[src/ufc_pkg.sv]
// Package: register map, field positions and reset values of the serial port
package ufc_pkg;
    // Register byte offsets
    localparam logic [7:0] ADDR_CTRL  = 8'h00;
    localparam logic [7:0] ADDR_OSR   = 8'h04;
    localparam logic [7:0] ADDR_DIV   = 8'h08;
    localparam logic [7:0] ADDR_TXD   = 8'h0c;
    localparam logic [7:0] ADDR_RXD   = 8'h10;
    localparam logic [7:0] ADDR_STAT  = 8'h14;
    localparam logic [7:0] ADDR_EVT   = 8'h18;
    localparam logic [7:0] ADDR_MASK  = 8'h1c;
    localparam logic [7:0] ADDR_TMO   = 8'h20;
    // Control fields
    localparam int CTRL_TX_EN  = 0;
    localparam int CTRL_RX_EN  = 1;
    localparam int CTRL_CLKSEL = 2;
    // Status fields
    localparam int ST_TX_FULL  = 0;
    localparam int ST_TX_BUSY  = 1;
    localparam int ST_RX_AVAIL = 2;
    localparam int ST_RTS_N    = 3;
    localparam int ST_CTS_N    = 4;
    // Event bits, same layout in event and mask registers
    localparam int EV_TIMEOUT  = 0;
    localparam int EV_OVERRUN  = 1;
    localparam int EV_FRAMING  = 2;
    localparam int EV_RX_CHAR  = 3;
    localparam int EV_TX_TAKEN = 4;
    localparam int EV_W        = 5;
    // Reset values
    localparam logic [2:0]  RST_CTRL  = 3'h3;
    localparam logic [15:0] RST_OSR   = 16'h000c;
    localparam logic [15:0] RST_DIV   = 16'h0007;
    localparam logic [15:0] RST_TMO   = 16'h0020;
    localparam logic [4:0]  RST_MASK  = 5'h00;
    // Frame shape: start, eight data bits, stop
    localparam int FRAME_BITS = 10;
    // Frames the far end may still send after ready is withdrawn
    localparam int FLOW_SLACK = 4;
    // Source clock choices, for software rate arithmetic
    localparam int SRC_HZ_LO = 39_000_000;
    localparam int SRC_HZ_HI = 52_000_000;
endpackage : ufc_pkg

[src/ufc_baud.sv]
// Oversample tick generator: one pulse every div source clocks
`timescale 1ns/1ps
`default_nettype none
module ufc_baud (
    input  wire logic        core_clk,
    input  wire logic        rst_n,
    input  wire logic [15:0] div,
    output logic             os_tick
);
    typedef struct packed {
        logic [15:0] cnt;
        logic        tick;
    } ufc_baud_st_t;

    ufc_baud_st_t st;
    ufc_baud_st_t next_st;

    always_comb begin
        next_st      = st;
        next_st.tick = 1'b0;
        // A ratio of zero behaves as one, so the port never stalls
        if (st.cnt + 16'h0001 >= div) begin
            next_st.cnt  = 16'h0000;
            next_st.tick = 1'b1;
        end else begin
            next_st.cnt = st.cnt + 16'h0001;
        end
    end

    always_ff @(posedge core_clk or negedge rst_n) begin
        if (!rst_n) begin
            st <= '0;
        end else begin
            st <= next_st;
        end
    end

    assign os_tick = st.tick;
endmodule : ufc_baud
`default_nettype wire

[src/ufc_top.sv]
// Serial port with hardware flow control, baud generator and error flags
//
// Functional notes
// - Four wires: rx, tx, ready out, permit in
// - Bit rate programmable, 2400 bps upward
// - Reset bit rate set by build parameters
// - Transmit while permit low and data pending
// - Permit high stops only between frames
// - Ready low when receive buffer has room
// - Up to four extra frames after ready withdrawn
// - Source clock select: two frequencies; the select bit is only stored and read back, it switches nothing
// - Oversample count programmable 1 to 65535
// - Rate equals source over oversample times ratio
// - Fastest rate: 52 MHz, one, one
// - Three receive errors: timeout, overrun, framing
// - Gap at or over threshold flags timeout
// - Character arriving on full buffer flags overrun
// - Bad stop bit flags framing error
// - Commands and data share the same lines
`timescale 1ns/1ps
`default_nettype none
module ufc_top #(
    parameter int          RX_DEPTH  = 8,
    parameter logic [15:0] RESET_OSR = ufc_pkg::RST_OSR,
    parameter logic [15:0] RESET_DIV = ufc_pkg::RST_DIV
) (
    input  wire logic        core_clk,
    input  wire logic        rst_n,
    input  wire logic [7:0]  addr,
    input  wire logic [31:0] wdata,
    input  wire logic        wr,
    input  wire logic        rd,
    output logic [31:0]      rdata,
    input  wire logic        rxd_in,
    output logic             txd_out,
    output logic             rx_ready_out_n,
    input  wire logic        tx_permit_in_n,
    output logic             irq
);
    localparam int PW = $clog2(RX_DEPTH);
    localparam int CW = $clog2(RX_DEPTH + 1);
    // Room needed before inviting more data, so late frames still fit
    localparam int READY_ROOM = ufc_pkg::FLOW_SLACK + 1;

    typedef enum logic [1:0] {RX_IDLE, RX_START, RX_DATA, RX_STOP}
        ufc_rx_state_t;

    typedef struct packed {
        logic [2:0]                ctrl;
        logic [15:0]               osr;
        logic [15:0]               div;
        logic [15:0]               tmo;
        logic [4:0]                mask;
        logic [4:0]                evt;
        logic [RX_DEPTH-1:0][7:0]  mem;
        logic [PW-1:0]             wp;
        logic [PW-1:0]             rp;
        logic [CW-1:0]             fill;
        ufc_rx_state_t             rx_state;
        logic [15:0]               rx_cnt;
        logic [2:0]                rx_bitn;
        logic [7:0]                rx_sh;
        logic [15:0]               gap_os;
        logic [15:0]               gap_bits;
        logic                      gap_arm;
        logic [7:0]                tx_hold;
        logic                      tx_full;
        logic [31:0]               rdata;
        logic                      irq;
        logic                      rts_n;
    } ufc_top_st_t;

    ufc_top_st_t st;
    ufc_top_st_t next_st;

    logic os_tick;
    logic tx_take;
    logic tx_busy;

    // A ratio of one ticks every cycle, the fastest rate
    ufc_baud u_baud (
        .core_clk (core_clk),
        .rst_n    (rst_n),
        .div      (st.div),
        .os_tick  (os_tick)
    );

    // Transmit side shares the oversample tick with the receiver
    ufc_tx u_tx (
        .core_clk (core_clk),
        .rst_n    (rst_n),
        .os_tick  (os_tick),
        .osr      (st.osr),
        .enable   (st.ctrl[ufc_pkg::CTRL_TX_EN]),
        .permit_n (tx_permit_in_n),
        .valid    (st.tx_full),
        .data     (st.tx_hold),
        .take     (tx_take),
        .busy     (tx_busy),
        .txd      (txd_out)
    );

    function automatic logic [PW-1:0] ptr_inc(input logic [PW-1:0] p);
        logic [PW-1:0] r;
        r = (32'(p) == RX_DEPTH - 1) ? '0 : p + PW'(1);
        return r;
    endfunction : ptr_inc

    always_comb begin
        logic [4:0]  ev;
        logic        push;
        logic        pop;
        logic        half;
        logic        bit_end;
        ev      = 5'h00;
        push    = 1'b0;
        pop     = 1'b0;
        half    = (st.rx_cnt == {1'b0, st.osr[15:1]});
        bit_end = (st.rx_cnt + 16'h0001 >= st.osr);
        next_st = st;

        // Register writes
        if (wr) begin
            unique case (addr)
                ufc_pkg::ADDR_CTRL: next_st.ctrl = wdata[2:0];
                // Zero would stall; it is kept as one
                ufc_pkg::ADDR_OSR:
                    next_st.osr = (wdata[15:0] == 16'h0000) ? 16'h0001
                                                            : wdata[15:0];
                ufc_pkg::ADDR_DIV:  next_st.div  = wdata[15:0];
                ufc_pkg::ADDR_TMO:  next_st.tmo  = wdata[15:0];
                ufc_pkg::ADDR_MASK: next_st.mask = wdata[4:0];
                ufc_pkg::ADDR_TXD: begin
                    // A write while the holding byte is still full is dropped
                    if (!st.tx_full) begin
                        next_st.tx_hold = wdata[7:0];
                        next_st.tx_full = 1'b1;
                    end
                end
                default: ;
            endcase
        end
        if (tx_take) begin
            next_st.tx_full = 1'b0;
            ev[ufc_pkg::EV_TX_TAKEN] = 1'b1;
        end

        // Register reads, data stands one cycle after the strobe
        next_st.rdata = 32'h0000_0000;
        if (rd) begin
            unique case (addr)
                ufc_pkg::ADDR_CTRL: next_st.rdata = {29'h0, st.ctrl};
                ufc_pkg::ADDR_OSR:  next_st.rdata = {16'h0, st.osr};
                ufc_pkg::ADDR_DIV:  next_st.rdata = {16'h0, st.div};
                ufc_pkg::ADDR_TMO:  next_st.rdata = {16'h0, st.tmo};
                ufc_pkg::ADDR_MASK: next_st.rdata = {27'h0, st.mask};
                ufc_pkg::ADDR_EVT:  next_st.rdata = {27'h0, st.evt};
                ufc_pkg::ADDR_TXD:  next_st.rdata = {24'h0, st.tx_hold};
                ufc_pkg::ADDR_STAT: next_st.rdata = {27'h0,
                                                     tx_permit_in_n,
                                                     st.rts_n,
                                                     st.fill != '0,
                                                     tx_busy,
                                                     st.tx_full};
                ufc_pkg::ADDR_RXD: begin
                    // Reading the data register pops the oldest byte
                    if (st.fill != '0) begin
                        next_st.rdata = {24'h0, st.mem[st.rp]};
                        pop = 1'b1;
                    end
                end
                default: next_st.rdata = 32'h0000_0000;
            endcase
        end

        // Receiver: sample each bit in its middle oversample
        if (!st.ctrl[ufc_pkg::CTRL_RX_EN]) begin
            next_st.rx_state = RX_IDLE;
        end else if (os_tick) begin
            next_st.rx_cnt = bit_end ? 16'h0000 : st.rx_cnt + 16'h0001;
            unique case (st.rx_state)
                RX_IDLE: begin
                    next_st.rx_cnt = 16'h0000;
                    if (!rxd_in) begin
                        next_st.rx_state = RX_START;
                        next_st.rx_cnt   = 16'h0001;
                        if (st.osr == 16'h0001) begin
                            next_st.rx_cnt   = 16'h0000;
                            next_st.rx_state = RX_DATA;
                        end
                        next_st.rx_bitn = 3'h0;
                    end
                end
                RX_START: begin
                    // A glitch shorter than half a bit is not a start
                    if (half && rxd_in) begin
                        next_st.rx_state = RX_IDLE;
                    end else if (bit_end) begin
                        next_st.rx_state = RX_DATA;
                    end
                end
                RX_DATA: begin
                    if (half) begin
                        next_st.rx_sh = {rxd_in, st.rx_sh[7:1]};
                    end
                    if (bit_end) begin
                        next_st.rx_bitn = st.rx_bitn + 3'h1;
                        if (st.rx_bitn == 3'h7) begin
                            next_st.rx_state = RX_STOP;
                        end
                    end
                end
                RX_STOP: begin
                    // Leave at mid stop bit to catch the next start edge
                    if (half) begin
                        next_st.rx_state = RX_IDLE;
                        if (!rxd_in) begin
                            ev[ufc_pkg::EV_FRAMING] = 1'b1;
                        end else if (st.fill == CW'(RX_DEPTH) && !pop) begin
                            ev[ufc_pkg::EV_OVERRUN] = 1'b1;
                        end else begin
                            push = 1'b1;
                            ev[ufc_pkg::EV_RX_CHAR] = 1'b1;
                        end
                    end
                end
            endcase
        end

        // Receive buffer bookkeeping
        if (push) begin
            next_st.mem[st.wp] = st.rx_sh;
            next_st.wp = ptr_inc(st.wp);
        end
        if (pop) begin
            next_st.rp = ptr_inc(st.rp);
        end
        if (push && !pop) begin
            next_st.fill = st.fill + CW'(1);
        end else if (pop && !push) begin
            next_st.fill = st.fill - CW'(1);
        end

        // Ready is withdrawn early enough for late frames
        next_st.rts_n = !st.ctrl[ufc_pkg::CTRL_RX_EN] ||
                        (32'(next_st.fill) + READY_ROOM > RX_DEPTH);

        // Gap timer in bit times since the last character
        if (push || ev[ufc_pkg::EV_FRAMING] || ev[ufc_pkg::EV_OVERRUN]) begin
            next_st.gap_arm  = 1'b1;
            next_st.gap_os   = 16'h0000;
            next_st.gap_bits = 16'h0000;
        end else if (st.rx_state != RX_IDLE) begin
            next_st.gap_os   = 16'h0000;
            next_st.gap_bits = 16'h0000;
        end else if (st.gap_arm && os_tick) begin
            if (st.gap_os + 16'h0001 >= st.osr) begin
                next_st.gap_os   = 16'h0000;
                next_st.gap_bits = st.gap_bits + 16'h0001;
            end else begin
                next_st.gap_os = st.gap_os + 16'h0001;
            end
        end
        // Flag once per gap; a zero threshold turns the check off
        if (st.gap_arm && st.tmo != 16'h0000 && st.gap_bits >= st.tmo
            && st.rx_state == RX_IDLE) begin
            ev[ufc_pkg::EV_TIMEOUT] = 1'b1;
            next_st.gap_arm = 1'b0;
        end

        // Sticky events: write one clears, a new event wins
        if (wr && addr == ufc_pkg::ADDR_EVT) begin
            next_st.evt = st.evt & ~wdata[4:0];
        end
        next_st.evt = next_st.evt | ev;
        next_st.irq = |(next_st.evt & next_st.mask);
    end

    always_ff @(posedge core_clk or negedge rst_n) begin
        if (!rst_n) begin
            st          <= '0;
            st.ctrl     <= ufc_pkg::RST_CTRL;
            st.osr      <= RESET_OSR;
            st.div      <= RESET_DIV;
            st.tmo      <= ufc_pkg::RST_TMO;
            st.mask     <= ufc_pkg::RST_MASK;
            st.rx_state <= RX_IDLE;
            st.rts_n    <= 1'b1;
        end else begin
            st <= next_st;
        end
    end

    assign rdata          = st.rdata;
    assign rx_ready_out_n = st.rts_n;
    assign irq            = st.irq;
endmodule : ufc_top
`default_nettype wire

[src/ufc_tx.sv]
// Transmit framer with frame-boundary flow control
`timescale 1ns/1ps
`default_nettype none
module ufc_tx (
    input  wire logic        core_clk,
    input  wire logic        rst_n,
    input  wire logic        os_tick,
    input  wire logic [15:0] osr,
    input  wire logic        enable,
    input  wire logic        permit_n,
    input  wire logic        valid,
    input  wire logic [7:0]  data,
    output logic             take,
    output logic             busy,
    output logic             txd
);
    typedef enum logic {TX_IDLE, TX_SEND} ufc_tx_state_t;
    typedef struct packed {
        ufc_tx_state_t state;
        logic [9:0]    frame;
        logic [3:0]    bitn;
        logic [15:0]   cnt;
        logic          take;
        logic          txd;
    } ufc_tx_st_t;

    ufc_tx_st_t st;
    ufc_tx_st_t next_st;

    always_comb begin
        next_st      = st;
        next_st.take = 1'b0;
        unique case (st.state)
            TX_IDLE: begin
                next_st.txd = 1'b1;
                // Permit is looked at only here, between frames
                if (enable && valid && !permit_n) begin
                    next_st.frame = {1'b1, data, 1'b0};
                    next_st.bitn  = 4'h0;
                    next_st.cnt   = 16'h0000;
                    next_st.take  = 1'b1;
                    next_st.txd   = 1'b0;
                    next_st.state = TX_SEND;
                end
            end
            TX_SEND: begin
                if (os_tick) begin
                    if (st.cnt + 16'h0001 >= osr) begin
                        next_st.cnt = 16'h0000;
                        if (st.bitn == 4'(ufc_pkg::FRAME_BITS - 1)) begin
                            next_st.state = TX_IDLE;
                            next_st.txd   = 1'b1;
                        end else begin
                            next_st.bitn = st.bitn + 4'h1;
                            // LSB first after the start bit
                            next_st.txd  = st.frame[st.bitn + 4'h1];
                        end
                    end else begin
                        next_st.cnt = st.cnt + 16'h0001;
                    end
                end
            end
        endcase
    end

    always_ff @(posedge core_clk or negedge rst_n) begin
        if (!rst_n) begin
            st       <= '0;
            st.state <= TX_IDLE;
            st.txd   <= 1'b1;
        end else begin
            st <= next_st;
        end
    end

    assign take = st.take;
    assign busy = (st.state == TX_SEND);
    assign txd  = st.txd;
endmodule : ufc_tx
`default_nettype wire
[config.mk]
export PLATFORM = sky130hd
export DESIGN_NAME = ufc_top
export DESIGN_NICKNAME = d
export VERILOG_FILES = /design/src/ufc_pkg.sv /design/src/ufc_baud.sv /design/src/ufc_top.sv /design/src/ufc_tx.sv
export SDC_FILE = /design/constraint.sdc
export NUM_CORES = 1
export LEC_CHECK = 0
export ABC_CLOCK_PERIOD_IN_PS = 3300
export BUFFER_PORTS_ARGS = -buffer_cell sky130_fd_sc_hd__buf_2
export CAP_MARGIN = 20
export CORE_MARGIN = 4
export CORE_UTILIZATION = 40
export DETAILED_ROUTE_END_ITERATION = 16
export PLACE_DENSITY = 0.63
export SETUP_SLACK_MARGIN = 0.2
export SLEW_MARGIN = 10
export SYNTH_ARGS = -nofsm -noshare
export SYNTH_HDL_FRONTEND = slang
export SYNTH_HIERARCHICAL = 1
export SYNTH_SLANG_ARGS = --single-unit
export TNS_END_PERCENT = 50
[constraint.sdc]
create_clock -name core_clk -period 3.3 [get_ports core_clk]
set_clock_uncertainty 0.1 [all_clocks]
set_input_delay 0.33 -clock core_clk [delete_from_list [all_inputs] [get_ports core_clk]]
set_output_delay 0.33 -clock core_clk [all_outputs]
set_load 0.05 [all_outputs]
==> flow_metrics.tcl <==
set metrics [dict create \
    yosys.area_share.simple_pct 14.13 \
    ys_types 91 \
    grt_first_pass_wirelength_um 67590 \
    h-tree-depth 1 \
    pre_cts_slack_ns -0.06912 \
    cts_inserted_buffers 30 \
    row_count 72 \
    grt.overflow.total 0 \
    relSlewSlack_pct 38.78 \
    r2r-start "st[61]$_DFFE_PN0P_" \
    grt_pass1_vias 12218 \
    drtAntennaViolNets 0 \
    worstMarginPinSlew_ns 0.9183 \
    drc 0 \
    dieArea_mm2 0.04293 \
    fp.dieW_um 207.2 \
    dp_hpwl_um 28870 \
    finalSetupTns_ns 0 \
    yosysWarnings 6 \
    routed_wl_um 42270 \
    die_y_um 207.2 \
    fmax_mhz 310.7 \
    powerDensity_mw_per_mm2 500.8 \
    ios 81 \
    synth_compound_area_share_pct 11.38 \
    startpoint_type "register" \
    leakagePower_nw 8.947 \
    grt_usage_pct 19.00 \
    worstHoldStart "wdata[2]" \
    grt_max_degree 87 \
    synth_area_mm2 0.01587 \
    async_reset_ff_share_pct 100.0 \
    synth_ff_type "dfrtp_1" \
    outcome "complete, no violations" \
    cts-root-buf "clkbuf_16" \
    first_pass_iters 5 \
    cap_violations 0 \
    cp.arrival_ns 3.58 \
    netlist_instances 1456 \
    setup_violations 0 \
    placedCellCount 2029 \
    min_path_cells 4 \
    synth-xor-area-share_pct 4.344 \
    via_count 11929 \
    hp-class "in2reg" \
    start_util_pct 40.78 \
    clk_pin_slew_ns 0.06 \
    rr_worst_depth 15 \
    antenna_found_initial 1 \
    synthAdderAreaFrac_pct 7.568 \
    slew_viol_final 0 \
    rr_endpoint "st[53]$_DFFE_PN0P_" \
    fin_crit_ns 3.218 \
    syn2layout_area_growth_pct 23.65 \
    hold_path_end "st[181]$_DFF_PN0_" \
    nets 1740 \
    fin_cells 2139 \
    clk_path_buf_depth 3 \
    coreArea_mm2 0.03892 \
    synth_top_family_by_area "multiplexers" \
    synth.avg_cell_area_um2 10.90 \
    grt_setup_unrepaired "true" \
    timing.final.ws_setup_ns 0.08187 \
    cts_tree "done" \
    via_per_inst 5.577 \
    portBuffers 48 \
    drt-initial-drc-count 804 \
    synth_edf_count 0 \
    peakVddDrop_uv 426.0 \
    diodes 0 \
    ys_ff_latch 273 \
    muxShareOfSynthArea_pct 14.21 \
    end_kind "register" \
    criticalPathCategory "reg2reg" \
    drive_gt1_share_pct 36.21 \
    r2r_slack_ns 0.08 \
    insertion_delay_ns 0.60 \
    required_ns 3.66 \
    min_period_over_period_pct 97.52 \
    clock_sinks 273 \
    critPathMaxFanout 5 \
    hold_viol 0 \
    seq_area_frac_synth_pct 43.12 \
    place.gp.congestion 0.9037 \
    wire_per_inst_um 19.76 \
]
-- power by group --
part | switching (mW) | total [mW] | internal [mW]
registers | 0.191 | 3.69 | 3.49
clock network | 1.45 | 3.76 | 2.31
logic | 1.25 | 2.38 | 1.14
total | 2.89 | 9.83 | 6.94
-- per-layer routing --
layer  up-vias  track usage (%)  wire, um
li1       5560                -         -
met1      6003            25.28     18340
met2       278            32.16     20840
met3        86            2.935      1781
met4         2            5.860      1290
met5         -                0        17
-- Yosys cell counts (6+ instances only) --
master,number,area (um^2)
xnor2_1,50,437.9
buf_1,12,45.04
xor2_1,25,219.0
nor2b_1,8,50.05
ha_1,96,1201
nor3_1,14,70.07
nand2b_1,12,75.07
mux4_2,17,382.9
o21ai_1,7,35.03
mux2_1,6,67.56
nor4_1,12,75.07
a31oi_1,13,81.33
dfstp_2,10,262.8
a21oi_1,36,180.2
clkbuf_1,35,131.4
buf_4,34,255.2
a21o_1,15,112.6
inv_1,90,337.8
nand2_1,120,450.4
and3_1,14,87.58
or3_1,8,50.05
a222oi_1,11,110.1
mux2i_1,6,60.06
a22o_1,19,166.4
o31ai_1,18,135.1
dfrtp_1,263,6581
a22oi_1,11,82.58
nor4b_2,11,165.2
nor2_1,65,244.0
o21ai_0,59,295.3
mux2_2,155,1745
nand3_1,50,250.2
and2_1,11,68.82
nand4_1,23,143.9
-- sequential cells by signal, summed over array words and instances (netlist names) --
register,count
rx_ready_out_n,1
u_baud/st,16
u_baud/os_tick,1
u_tx/st,29
u_tx/busy,1
u_tx/take,1
irq,1
u_tx/txd,1
rdata,16
st,206
-- cell families (layout without fill, tap and decap cells) --
group           after synthesis  after routing
fa+ha+maj                    96             96
buf+inv                     179            329
compound gates              253            253
xor+xnor                     77             77
other cells                   1             16
simple gates                393            393
mux                         184            184
flops                       273            273
-- layout by cell type, fill, tap and decap left out, drive strengths merged, types with 19 or more instances in the layout --
master,synthesis,routed
a21oi,38,38
a22o,19,19
buf,53,168
clkbuf,36,40
dfrtp,263,263
ha,96,96
inv,90,90
mux2,161,161
nand2,121,121
nand3,54,54
nand4,25,25
nor2,65,65
nor4,19,19
o21ai,66,66
xnor2,52,52
xor2,25,25
-- critical path, stage by stage (launching register included) --
cell and delay [ns]:
dfrtp_1 0.41, ha_4 0.17, nand3_4 0.09, inv_4 0.07, nand3_4 0.09, nor2b_4 0.16
and2_4 0.16, xnor2_2 0.12, inv_2 0.07, ha_4 0.28, o2111ai_4 0.10, a21oi_2 0.14
nand3_2 0.11, o311ai_4 0.48, nand3_4 0.19, o41ai_1 0.35
-- worst max path at each step --
stage / startpoint / endpoint / slack [ns]
after floorplan: st[60]$_DFFE_PN0P_ / st[49]$_DFFE_PN0P_ / 0.18
after global placement: st[61]$_DFFE_PN0P_ / st[59]$_DFFE_PN0P_ / 0.05
after detailed placement: st[61]$_DFFE_PN0P_ / st[55]$_DFFE_PN0P_ / -0.07
after CTS: st[60]$_DFFE_PN0P_ / st[53]$_DFFE_PN0P_ / 0.16
after global routing: st[61]$_DFFE_PN0P_ / st[53]$_DFFE_PN0P_ / -0.06
final: st[61]$_DFFE_PN0P_ / st[53]$_DFFE_PN0P_ / 0.08
-- area by class of cell --
| type | count | area (um^2) |
|---|---|---|
| clock buffer | 38 | 820.8 |
| clock inverter | 17 | 287.8 |
| fill | 3451 | 19290 |
| inverter | 90 | 340.3 |
| multi-input combinational | 1019 | 9159 |
| sequential | 273 | 6853 |
| tap | 518 | 648.1 |
| timing repair buffer | 184 | 1516 |
-- metrics by stage --
| stage | hold WS (ns) | area, um^2 | total power, mW | util (%) |
|---|---|---|---|---|
| after floorplan | -0.06559 | 16060 | 4.974 | - |
| after global placement | 0.2961 | 17120 | 5.496 | 43.98 |
| after detailed placement | 0.2895 | 17120 | 5.544 | 43.98 |
| after CTS | 0.004197 | 18940 | 9.570 | 48.66 |
| after global routing | 0.009162 | 19630 | 10.25 | 50.43 |
| final | 0.03587 | 19630 | 9.829 | 50.43 |
-- repair_timing --
action                                 CTS  global route
pin swaps                               35            84
buffers inserted                        22            14
endpoints found under the hold margin  115             0
hold buffers                            13             0
setup endpoints to repair               65            87
gates cloned                             3             3
resized for setup                       76           126
Note: power is estimated with default switching activity, not from simulation.
